==> src/dpr_pkg.sv <==
// Purpose: Shared constants for the DMA-protected region register block
// Assumes: 32-bit register port, byte addresses on word boundaries
// Notes:   High base occupies two words (low word at 0x70, high at 0x74)
package dpr_pkg;
    // Register byte offsets
    localparam logic [7:0] LOW_REGION_LIMIT_OFF = 8'h6c;
    localparam logic [7:0] HIGH_BASE_LO_OFF     = 8'h70;
    localparam logic [7:0] HIGH_BASE_HI_OFF     = 8'h74;
    // Reset values
    localparam logic [31:0] LOW_LIMIT_RST = 32'h0000_0000;
    localparam logic [63:0] HIGH_BASE_RST = 64'h0000_0000_0000_0000;
    // Default alignment and address width
    localparam int ALIGN_N_DEF   = 11;
    localparam int HOST_AW_DEF   = 39;
    // Low region lies below this boundary
    localparam logic [63:0] LOW_REGION_CEIL = 64'h0000_0001_0000_0000;
endpackage

==> src/dpr_region_check.sv <==
// Purpose: Range compare of one DMA address against one protected region
// Assumes: Base and limit already decoded to full byte addresses
// Notes:   Purely combinational; the parent registers the result
`timescale 1ns/10ps
module dpr_region_check #(
    parameter int AW = 64
) (
    input  wire logic [AW-1:0] base,
    input  wire logic [AW-1:0] limit,
    input  wire logic [AW-1:0] addr,
    output logic               valid,
    output logic               hit
);
    // Region valid only when limit is not below base
    assign valid = (limit >= base);
    // Inclusive range hit
    assign hit   = valid && (addr >= base) && (addr <= limit);
endmodule // dpr_region_check

==> src/dpr_regs.sv <==
// Purpose: Low-region limit and high-region base registers with decode and DMA range flag
// Assumes: Low-region base and high-region limit come from neighbouring logic
// Notes:   Bits N:0 of both registers are hardwired zero
`timescale 1ns/10ps
module dpr_regs #(
    parameter int ALIGN_N = dpr_pkg::ALIGN_N_DEF,
    parameter int HOST_AW = dpr_pkg::HOST_AW_DEF
) (
    input  wire logic        clk,
    input  wire logic        rstn,
    input  wire logic [7:0]  reg_addr,
    input  wire logic [31:0] reg_wdata,
    input  wire logic        reg_wr,
    input  wire logic        reg_rd,
    output logic      [31:0] reg_rdata,
    input  wire logic        low_region_supported,
    input  wire logic        high_region_supported,
    input  wire logic        protected_region_status,
    input  wire logic [31:0] low_region_base,
    input  wire logic [63:0] high_region_limit,
    input  wire logic [63:0] dma_addr,
    output logic [31:0]      low_base_dec,
    output logic [31:0]      low_limit_dec,
    output logic [63:0]      high_base_dec,
    output logic [63:0]      high_limit_dec,
    output logic             low_region_valid,
    output logic             high_region_valid,
    output logic             dma_protected
);

    ////////////////////////////////////////////////////////////////////////
    // Field masks
    ////////////////////////////////////////////////////////////////////////
    localparam logic [31:0] LOW_MASK = ~((32'h0000_0002 << ALIGN_N) - 32'h0000_0001);
    localparam logic [63:0] AW_MASK  = (64'h0000_0000_0000_0001 << HOST_AW)
                                       - 64'h0000_0000_0000_0001;
    localparam logic [63:0] HI_MASK  = AW_MASK &
        ~((64'h0000_0000_0000_0002 << ALIGN_N) - 64'h0000_0000_0000_0001);

    logic [31:0] low_limit_q;
    logic [63:0] high_base_q;
    logic [31:0] rdata_d;
    logic [31:0] rdata_q;

    ////////////////////////////////////////////////////////////////////////
    // Address decode
    ////////////////////////////////////////////////////////////////////////
    wire sel_low  = (reg_addr == dpr_pkg::LOW_REGION_LIMIT_OFF);
    wire sel_hlo  = (reg_addr == dpr_pkg::HIGH_BASE_LO_OFF);
    wire sel_hhi  = (reg_addr == dpr_pkg::HIGH_BASE_HI_OFF);
    wire wr_low   = reg_wr && sel_low && low_region_supported;
    wire wr_hlo   = reg_wr && sel_hlo && high_region_supported;
    wire wr_hhi   = reg_wr && sel_hhi && high_region_supported;

    ////////////////////////////////////////////////////////////////////////
    // Register storage
    ////////////////////////////////////////////////////////////////////////
    // low limit storage
    always_ff @(posedge clk or negedge rstn) begin
        if (!rstn) begin
            low_limit_q <= dpr_pkg::LOW_LIMIT_RST;
        end else if (wr_low) begin
            low_limit_q <= reg_wdata & LOW_MASK;
        end
    end

    // Either half of the high base selects a 64-bit merge
    wire        wr_lo_or_hi = wr_hlo || wr_hhi;
    wire [63:0] high_base_d = wr_hlo ? {high_base_q[63:32], reg_wdata}
                                     : {reg_wdata, high_base_q[31:0]};

    always_ff @(posedge clk or negedge rstn) begin
        if (!rstn) begin
            high_base_q <= dpr_pkg::HIGH_BASE_RST;
        end else if (wr_lo_or_hi) begin
            high_base_q <= high_base_d & HI_MASK;
        end
    end

    ////////////////////////////////////////////////////////////////////////
    // Read path, data one cycle after strobe
    ////////////////////////////////////////////////////////////////////////
    assign rdata_d = !reg_rd ? 32'h0000_0000 :
                     sel_low ? low_limit_q :
                     sel_hlo ? high_base_q[31:0] :
                     sel_hhi ? high_base_q[63:32] : 32'h0000_0000;

    always_ff @(posedge clk or negedge rstn) begin
        if (!rstn) begin
            rdata_q <= 32'h0000_0000;
        end else begin
            rdata_q <= rdata_d;
        end
    end
    assign reg_rdata = rdata_q;

    ////////////////////////////////////////////////////////////////////////
    // Decode of region bounds
    ////////////////////////////////////////////////////////////////////////
    // limit low bits ones
    wire [31:0] low_lim_w  = low_limit_q | ~LOW_MASK;
    wire [31:0] low_base_w = low_region_base & LOW_MASK;
    wire [63:0] hi_base_w  = high_base_q & HI_MASK;
    wire [63:0] hi_lim_w   = high_region_limit | ~HI_MASK;

    logic lo_valid_w;
    logic hi_valid_w;
    logic lo_hit_w;
    logic hi_hit_w;

    dpr_region_check #(.AW(64)) u_low (
        .base  ({32'h0000_0000, low_base_w}),
        .limit ({32'h0000_0000, low_lim_w}),
        .addr  (dma_addr),
        .valid (lo_valid_w),
        .hit   (lo_hit_w)
    );

    dpr_region_check #(.AW(64)) u_high (
        .base  (hi_base_w),
        .limit (hi_lim_w),
        .addr  (dma_addr),
        .valid (hi_valid_w),
        .hit   (hi_hit_w)
    );

    ////////////////////////////////////////////////////////////////////////
    // Registered outputs
    ////////////////////////////////////////////////////////////////////////
    // flag gated by status
    always_ff @(posedge clk or negedge rstn) begin
        if (!rstn) begin
            low_base_dec      <= 32'h0000_0000;
            low_limit_dec     <= 32'h0000_0000;
            high_base_dec     <= 64'h0000_0000_0000_0000;
            high_limit_dec    <= 64'h0000_0000_0000_0000;
            low_region_valid  <= 1'b0;
            high_region_valid <= 1'b0;
            dma_protected     <= 1'b0;
        end else begin
            low_base_dec      <= low_base_w;
            low_limit_dec     <= low_lim_w;
            high_base_dec     <= hi_base_w;
            high_limit_dec    <= hi_lim_w;
            low_region_valid  <= lo_valid_w;
            high_region_valid <= hi_valid_w;
            dma_protected     <= protected_region_status && (lo_hit_w || hi_hit_w);
        end
    end

endmodule // dpr_regs

==> config.mk <==
export PLATFORM = sky130hd
export DESIGN_NAME = dpr_regs
export DESIGN_NICKNAME = d
export VERILOG_FILES = /design/src/dpr_pkg.sv /design/src/dpr_region_check.sv /design/src/dpr_regs.sv
export SDC_FILE = /design/constraint.sdc
export NUM_CORES = 1
export LEC_CHECK = 0
export BUFFER_PORTS_ARGS = -buffer_cell sky130_fd_sc_hd__buf_2
export CORE_MARGIN = 2
export CORE_UTILIZATION = 45
export DETAILED_ROUTE_END_ITERATION = 6
export PLACE_DENSITY = 0.71
export SKIP_CTS_REPAIR_TIMING = 1
export SYNTH_ARGS = -nofsm -noshare
export SYNTH_HDL_FRONTEND = slang
export SYNTH_HIERARCHICAL = 1
export SYNTH_SLANG_ARGS = --single-unit
export TNS_END_PERCENT = 30
==> constraint.sdc <==
create_clock -name clk -period 3.85 [get_ports clk]
set_input_delay 0 -clock clk [delete_from_list [all_inputs] [get_ports clk]]
set_output_delay 0 -clock clk [all_outputs]
set_load 0.1 [all_outputs]
==> results.yml, run 1 <==
status:
  status: "completed"
timing:
  tightest_slew_ns: 1.20
  max_freq_ghz: 0.348
  finalWorstSetupSlack_ns: 0.975
  fin_crit_sh_pct: 74.7
  finalHoldViolCount: 0
  max-slew-margin-rel_pct: 19.2
  min_period_ns: 2.88
  rsz0062_at_grt: "no"
  clock_skew_ns: 0.0186
  setup_viol: 0
  fin_tns_setup_ns: 0
  slew_violations: 0
synthesis:
  synth_flop_cell: "dfrtp_1"
  yosysSeqAreaShare_pct: 28.6
  synthCells: 1600
  yosysUniqueCellTypes: 58
  synthArstFlopShare_pct: 100
  synth-edff-count: 0
  avgSynthCellArea_um2: 9.41
  synth_seq_cells: 172
  synth_area_um2: 15100
  yosys_warnings: 6
clock_tree:
  clk_latency_ns: 0.45
  cts_tree: "done"
  cts_buffers: 17
  cts_buffer_depth: 2
  h-tree-depth: 4
  cts_sinks: 172
  path_clk_slew_ns: 0.10
  root_buffer: "clkbuf_16"
route:
  firstDrtPassIters: 5
  totalWireLength_mm: 42.5
  wl_per_cell_um: 15.9
  drtIter0Drc: 742
  routed_via_density: 4.93
  drc: 0
  via_count: 13200
  antenna_left: 0
global_route:
  first_global_vias: 12800
  grt.overflow.total: 0
  grt_pass1_wl_mm: 65.4
  grt_util_all_layers_pct: 23.6
  antenna_found_initial: 3
  grt_max_degree: 112
floorplanning:
  initial_core_util_pct: 45.9
  die_h_um: 187
  num_rows: 66
  die_x_um: 187
  ios: 434
  die_area_um2: 34900
  core_area_um2: 32800
critical_path:
  required_ns: 4.24
  arrival_ns: 3.27
  worst_setup_path_end_kind: "flip-flop"
  start_kind: "flip-flop"
  path_class: "flip-flop to flip-flop"
  crit_fanout: 4
  critPathLaunch: "high_base_q[38]"
  r2r-start: "high_base_q[38]"
flow_run:
  max_cap_violations: 0
final_layout:
  final_layout_size_suffix_gt1_share_pct: 19.0
  final_cell_count_no_fill: 2669
  nets: 2803
  design_area_um2: 19000
  area_growth_pct: 26.3
  utilization_pct: 58.0
  nFillCells: 2851
pwr:
  powerDensity_nw_per_um2: 303
  power_leakage_nw: 10.6
  ir_worst_vdd_mv: 0.295
placement:
  pre_cts_ws_ns: 0.975
  io_buffers: 325
  placed_cells: 2559
  place.gp.congestion: 0.877
  placed_area_um2: 17600
  dpl.hpwl_mm: 34.8
min_path:
  hold_path.startpoint: "reg_addr[0]"
  worst_hold_path_type: "input pin to flip-flop"
-- where the power goes --
group / switching, mW / total, mW / internal, mW
clock network: 0.963 / 1.90 / 0.933
logic: 1.43 / 1.97 / 0.542
registers: 0.0354 / 1.89 / 1.86
total: 2.42 / 5.76 / 3.33
-- final timing paths --
check	endpoint	cells after the start	slack, ns
setup / recovery	dma_protected	10	0.97
hold / removal	high_base_q[26]	4	0.19
setup reg to reg	dma_protected	10	0.97
hold reg to reg	high_base_dec[36]	0	0.40
max in group asynchronous	reg_rdata[5]	3	2.62
min in group asynchronous	low_base_dec[12]	2	0.34
-- logic make-up (layout without fill, tap and decap cells) --
logic type                 Yosys count  after routing  share of synthesized area, %
adders and majority gates          384            384                          31.9
AOI/OAI and AO/OA                  327            327                          13.7
other                                2            302                        0.0499
DFF                                172            172                          28.6
and+or+nand+nor                    298            298                          10.3
buffers and inverters              370            697                          11.9
muxes                               47             47                          3.51
-- state kept, by name, indices dropped and copies added, names as in the netlist --
| signal | cells |
|---|---|
| low_region_valid | 1 |
| high_region_valid | 1 |
| low_limit_q | 20 |
| low_base_dec | 20 |
| reg_rdata | 27 |
| high_base_dec | 27 |
| high_base_q | 27 |
| low_limit_dec | 21 |
| high_limit_dec | 27 |
| dma_protected | 1 |
-- per-layer routing --
metal | global-route usage [%] | vias up | wire [µm]
li1 | - | 6522 | -
met1 | 27.7 | 6167 | 17400
met2 | 44.1 | 415 | 21900
met3 | 3.02 | 65 | 2110
met4 | 8.27 | 0 | 1120
met5 | 0 | - | 0
-- synthesized netlist by cell type, types with 2 or more instances --
cell type / count / area share, %
mux2_2: 45 / 3.4
nand4bb_1: 4 / 0.30
buf_6: 2 / 0.15
mux2_1: 2 / 0.15
nor2_1: 44 / 1.1
a211o_1: 2 / 0.12
nand2b_1: 3 / 0.12
a22oi_1: 2 / 0.10
and3_1: 5 / 0.21
nor3_2: 2 / 0.13
a221oi_1: 9 / 0.52
nor4_2: 2 / 0.17
o21ai_0: 54 / 1.8
a211oi_1: 21 / 1.0
a21o_1: 54 / 2.7
conb_1: 2 / 0.050
a22o_1: 20 / 1.2
a31oi_1: 3 / 0.12
buf_4: 102 / 5.1
a2111oi_0: 2 / 0.12
nand3_1: 38 / 1.3
dfrtp_1: 172 / 29
nor2b_1: 4 / 0.17
and4_1: 8 / 0.47
inv_1: 260 / 6.5
o2111ai_1: 2 / 0.12
nor3_1: 17 / 0.57
nand4_1: 61 / 2.5
ha_1: 384 / 32
o211ai_1: 7 / 0.35
and2_1: 7 / 0.29
a21boi_0: 3 / 0.15
nand2_1: 90 / 2.2
clkbuf_1: 2 / 0.050
a21oi_1: 133 / 4.4
buf_2: 4 / 0.13
or3_1: 2 / 0.083
a41oi_1: 2 / 0.12
nor4_1: 4 / 0.17
o21a_1: 2 / 0.10
-- layout make-up --
type	count	area, µm²	area share, %
multi-input combinational	1356	10100	53.1
antenna	2	5.00	0.0263
clock inverter	15	229	1.20
timing repair buffer	405	2440	12.8
sequential	172	4300	22.6
clock buffer	17	425	2.24
inverter	260	976	5.13
tap	442	553	2.91
-- cell usage in the layout (no fill, tap or decap), types with 3 or more instances in the layout --
master         synthesis  routed
a211oi_1              21      21
a21boi_0               3       3
a21o_1                54      54
a21oi_1              133     133
a221oi_1               9       9
a22o_1                20      20
a31oi_1                3       3
and2_1                 7       7
and3_1                 5       5
and4_1                 8       8
buf_2                  4     324
buf_4                102       3
clkbuf_16              0      17
clkinv_8               0       3
conb_1                 2     300
dfrtp_1              172     172
dlygate4sd3_1          0      76
ha_1                 384     384
inv_1                260     260
inv_12                 0       6
inv_8                  0       3
mux2_2                45      45
nand2_1               90      90
nand2b_1               3       3
nand3_1               38      38
nand4_1               61      61
nand4bb_1              4       4
nor2_1                44      44
nor2b_1                4       4
nor3_1                17      14
nor3_2                 2       5
nor4_1                 4       4
o211ai_1               7       7
o21ai_0               54      54
-- worst max-delay path, cell delays in order (launching register included) --
cell     delay [ns]
dfrtp_1        0.40
inv_1          0.09
ha_1           0.32
nand4_1        0.21
nor4_1         0.90
o31a_1         0.29
a31oi_1        0.07
nand4_1        0.14
and3_1         0.14
and3_1         0.14
o21a_1         0.11
-- through the flow --
stage	power, mW	hold slack (ns)
after floorplan	3.42	-0.296
after global routing	6.05	0.204
after detailed placement	3.75	0.125
after CTS	5.67	-0.345
final	5.76	0.188
after global placement	3.70	0.125
Power figures use the tool's default switching activity.
==> run 2: changes to the inputs <==
Settings changed: PLACE_DENSITY 0.71 to 0.74.
Clock period 3.85 ns to 2.5 ns, I/O delays scaled along.
==> results.yml, run 2 (same netlist as run 1, synthesis figures left out) <==
global_route:
  first_global_vias: 13100
  grt_max_degree: 75
  grt_pass1_wl_mm: 66.5
  antenna_found_initial: 3
  grt.overflow.total: 0
  grt_util_all_layers_pct: 24.0
timing:
  min_period_ns: 2.42
  finalHoldViolCount: 0
  slew_violations: 0
  max-slew-margin-rel_pct: 51.5
  fin_crit_sh_pct: 96.7
  tightest_slew_ns: 0.709
  clock_skew_ns: 0.0165
  setup_viol: 0
  max_freq_ghz: 0.414
  finalWorstSetupSlack_ns: 0.0832
clock_tree:
  cts_tree: "done"
  path_clk_slew_ns: 0.08
  clk_latency_ns: 0.45
  h-tree-depth: 4
  cts_buffer_depth: 2
  root_buffer: "clkbuf_16"
  cts_sinks: 172
  cts_buffers: 17
floorplanning:
  die_area_um2: 34900
  initial_core_util_pct: 45.9
  die_x_um: 187
  die_h_um: 187
  ios: 434
  num_rows: 66
  core_area_um2: 32800
critical_path:
  crit_path_cell_trace: "inv_1, ha_1, nand4_1, nor3_1, a221o_1, nor4_1, buf_4, nand4_1, and3_1, and3_1, o21a_1"
  worst_path_largest_cell_delay_ns: 0.38
  cp.buffers_inverters: 2
  crit_slowest_cell: "dfrtp_1"
  start_kind: "flip-flop"
  crit_fanout: 3
  worst_setup_path_end_kind: "flip-flop"
  required_ns: 2.85
  arrival_ns: 2.77
  path_class: "flip-flop to flip-flop"
  path_delay_family: "simple AND/OR/NAND/NOR gates"
final_layout:
  layout_commonest_cell: "ha_1"
  final_cell_mix: "374 x ha_1, 324 x buf_2, 300 x conb_1"
  nets: 2871
  utilization_pct: 60.2
  area_growth_pct: 31.1
  nFillCells: 2784
  final_cell_count_no_fill: 2736
  final_layout_size_suffix_gt1_share_pct: 23.0
placement:
  pre_cts_ws_ns: -0.0987
  dpl.hpwl_mm: 35.8
  io_buffers: 325
  place.gp.congestion: 0.880
  placed_cells: 2613
route:
  routed_via_density: 4.99
  totalWireLength_mm: 44.9
  via_count: 13700
  firstDrtPassIters: 5
  drc: 0
  drtIter0Drc: 671
  antenna_left: 0
  wl_per_cell_um: 16.4
flow_run:
  max_cap_violations: 0
min_path:
  worst_hold_path_type: "input pin to async pin"
pwr:
  power_leakage_nw: 11.0
  powerDensity_nw_per_um2: 452
  ir_worst_vdd_mv: 0.479
  total_power_mw: 8.93
status:
  status: "completed"
## run 2: cell count changes in the layout (fill, tap and decap cells not counted), moves of 4 or more
cell | previous run | this run
inv_1 | 260 | 250
inv_12 | 6 | 0
inv_2 | 0 | 10
ha_4 | 0 | 10
dfrtp_2 | 0 | 5
ha_1 | 384 | 374
dfrtp_1 | 172 | 167
buf_4 | 3 | 69
o21ai_0 | 54 | 50
## run 2: path summary, 6_finish.rpt
path,start,endpoint,slack (ns),cells after the start
hold / removal,rstn,reg_rdata[30],0.14,2
setup reg to reg,high_base_q[31],dma_protected,0.08,11
min in group clk,low_region_base[31],low_base_dec[31],0.21,2
setup / recovery,high_base_q[31],dma_protected,0.08,11
hold reg to reg,high_base_q[36],high_base_dec[36],0.43,0
max in group asynchronous,rstn,low_limit_q[14],1.60,3
## run 2: power by group
group	switching, mW	internal (mW)
Sequential	0.0449	2.86
Clock	1.32	1.55
Combinational	2.25	0.903
## run 2: worst register-to-register path, cell delays in order (launching register included)
cell     delay, ns
dfrtp_1       0.38
inv_1         0.10
ha_1          0.34
nand4_1       0.12
nor3_1        0.06
a221o_1       0.31
nor4_1        0.26
buf_4         0.18
nand4_1       0.09
and3_1        0.15
and3_1        0.15
o21a_1        0.18
## run 2: stage by stage
| step | instance area, µm² | hold slack, ns | setup TNS [ns] |
|---|---|---|---|
| after floorplan | 16200 | -0.296 | 0 |
| after detailed placement | 18000 | 0.0708 | -0.0987 |
| after global placement | 18000 | 0.0610 | -0.0587 |
| after CTS | 18700 | -0.401 | -0.114 |
| after global routing | 19700 | 0.211 | -0.0315 |
| final | 19700 | 0.138 | 0 |
## run 2: routing by layer
metal | vias up | routed length (µm) | global-route usage (%)
met5 | - | 0 | 0
met4 | 0 | 1380 | 8.58
met3 | 90 | 2340 | 3.30
met2 | 503 | 23200 | 44.7
met1 | 6428 | 18000 | 28.0
li1 | 6645 | - | -
## run 2: cell type report
type / count / area [µm²] / share of cell area (%)
repair buffers: 473 / 2970 / 15.1
well taps: 442 / 553 / 2.80
clock inverters: 15 / 221 / 1.12
clock buffers: 17 / 425 / 2.16
multi-input cells: 1356 / 10300 / 52.1
diodes: 1 / 2.50 / 0.0127
inverters: 260 / 976 / 4.94
flip-flops and latches: 172 / 4310 / 21.8
==> run 3: changes to the inputs <==
Settings changed: ABC_AREA set to 1, PLACE_DENSITY 0.74 to 0.79.
==> results.yml, run 3 <==
clock_tree:
  cts_buffer_depth: 2
  cts_tree: "done"
  h-tree-depth: 4
  path_clk_slew_ns: 0.07
  cts_sinks: 172
  clk_latency_ns: 0.44
  root_buffer: "clkbuf_16"
  cts_buffers: 17
final_layout:
  nets: 3273
  area_growth_pct: 24.4
  nFillCells: 3173
  multi_input_area_um2: 10700
  final_layout_size_suffix_gt1_share_pct: 15.3
  seq_area_um2: 4300
  final_cell_mix: "455 x nand2_1, 384 x ha_1, 354 x inv_1"
  utilization_pct: 56.6
  design_area_um2: 20100
  layout_commonest_cell: "nand2_1"
route:
  totalWireLength_mm: 46.5
  wl_per_cell_um: 14.7
  firstDrtPassIters: 7
  drtIter0Drc: 628
  antenna_left: 0
  via_count: 15100
  drc: 0
  routed_via_density: 4.78
critical_path:
  rrSetupSlack_ns: 0.23
  critPathLaunch: "low_limit_q[25]"
  crit_fanout: 5
  cp_common_cell: "nand2_1"
  r2r-start: "low_limit_q[25]"
  path_class: "flip-flop to flip-flop"
  path_delay_family: "simple AND/OR/NAND/NOR gates"
  crit_slowest_cell: "nor4_1"
  arrival_ns: 2.65
  cp.buffers_inverters: 0
  worst_setup_path_end_kind: "flip-flop"
  crit_cells: 12
  worst_path_largest_cell_delay_ns: 0.48
  required_ns: 2.88
  critPathCapture: "dma_protected"
  r2r_cells: 12
  crit_path_cell_trace: "ha_1, nand2_1, nor2_1, nand2_1, nor4_1, nand2_1, nand2_1, nand2_1, nand2_2, nand2_1, nor2_1, o21a_1"
  start_kind: "flip-flop"
  r2r-end: "dma_protected"
synthesis:
  yosysTopAreaCell: "ha_1"
  synthCells: 2069
  yosysSeqAreaShare_pct: 26.7
  avgSynthCellArea_um2: 7.80
  synth-edff-count: 0
  yosysUniqueCellTypes: 38
  synthArstFlopShare_pct: 100
  synthTopCellsByCount: "455 x nand2_1, 384 x ha_1, 354 x inv_1"
  synth_area_um2: 16100
  synth_top_cell_area_share_pct: 29.8
  synth_flop_cell: "dfrtp_1"
  ys_top_cells_by_area: "ha_1 30%, dfrtp_1 27%, nand2_1 11%"
  yosys_warnings: 6
  synth.most_common_cell: "nand2_1"
  synth_seq_cells: 172
min_path:
  hold_path.startpoint: "reg_addr[3]"
  worst_hold_path_type: "input pin to flip-flop"
placement:
  place.gp.congestion: 0.905
  io_buffers: 325
  dpl.hpwl_mm: 38.4
  placed_area_um2: 18700
timing:
  clock_skew_ns: 0.0103
  hold_slack_ns: -0.0111
  finalHoldViolCount: 1
  slew_violations: 0
  min_period_ns: 2.27
  fin_crit_sh_pct: 90.7
  max_freq_ghz: 0.441
  tightest_slew_ns: 0.948
  max-slew-margin-rel_pct: 36.7
  setup_viol: 0
  fin_tns_setup_ns: 0
  rsz0062_at_grt: "no"
floorplanning:
  num_rows: 69
  initial_core_util_pct: 45.5
  die_h_um: 193
  die_x_um: 193
  ios: 434
  die_area_um2: 37400
  core_area_um2: 35500
global_route:
  first_global_vias: 14600
  grt_util_all_layers_pct: 24.1
  antenna_found_initial: 7
  grt_max_degree: 62
  grt_pass1_wl_mm: 71.9
  grt.overflow.total: 0
flow_run:
  max_cap_violations: 0
status:
  violations: "hold timing"
  status: "finished, violations left"
pwr:
  powerDensity_nw_per_um2: 436
  ir_worst_vdd_mv: 0.555
  power_leakage_nw: 11.5
-- run 3: changes by cell type after synthesis, sizes merged, moves of 22 or more --
| cell | delta |
|---|---|
| a211oi | -22 |
| a21o | -45 |
| a21oi | +57 |
| inv | +96 |
| mux2 | -47 |
| nand2 | +371 |
| nand3 | +28 |
| nand4 | -30 |
| nor2 | +100 |
| o21ai | +25 |
-- run 3: worst min path at each step --
stage / endpoint / slack [ns] / cells past startpoint
final: reg_rdata[6] / -0.01 / 4
after global routing: reg_rdata[6] / 0.01 / 4
after CTS: low_limit_q[23] / -0.46 / 1
after detailed placement: reg_rdata[19] / 0.02 / 1
after global placement: high_base_dec[17] / 0.006 / 1
after floorplan: dma_protected / -0.30 / 0
-- run 3: layer usage --
layer	global-route usage (%)	routed length [µm]
met2	44.6	23800
met4	10.9	1840
met5	0	13
met1	27.0	18400
met3	3.78	2390
-- run 3: cell families (layout without fill, tap and decap cells) --
group                    Yosys count  count (layout)  synth area share [%]
flip-flops                       172             172                  26.7
AND/OR/NAND/NOR                  731             731                  19.5
adder cells (fa/ha/maj)          384             384                  29.8
buffers and inverters            479             807                  13.9
AO/OA/AOI/OAI                    301             301                  10.2
other                              2             304                0.0465
-- run 3: power by group --
part	internal, mW	total (mW)	switching, mW
sequential	2.87	2.92	0.0515
combinational	0.855	3.20	2.34
clock	1.36	2.64	1.28
-- run 3: worst reg2reg max path: cells and delay by family, from the launching register on --
family                     cells  cell delay, ns
AOI/OAI and AO/OA              1            0.11
and+or+nand+nor               10            1.33
DFF                            1            0.46
adders and majority gates      1            0.33
-- run 3: through the flow --
stage | setup WS, ns | instances | power [mW]
5_1_grt | 0.0776 | 3159 | 9.24
3_3_place_gp | 0.248 | 3043 | 5.86
2_1_floorplan | 0.396 | 2367 | 5.40
4_1_cts | 0.237 | 3075 | 8.57
3_5_place_dp | 0.271 | 3043 | 5.94
6_report | 0.233 | 3160 | 8.75
-- run 3: area by class of cell --
cell class	instances	area share [%]
clock inverters	14	0.729
flip-flops and latches	172	21.4
repair buffers	416	12.7
multi-input cells	1716	53.4
well taps	461	2.87
diodes	4	0.0498
inverters	359	6.71
clock buffers	18	2.19
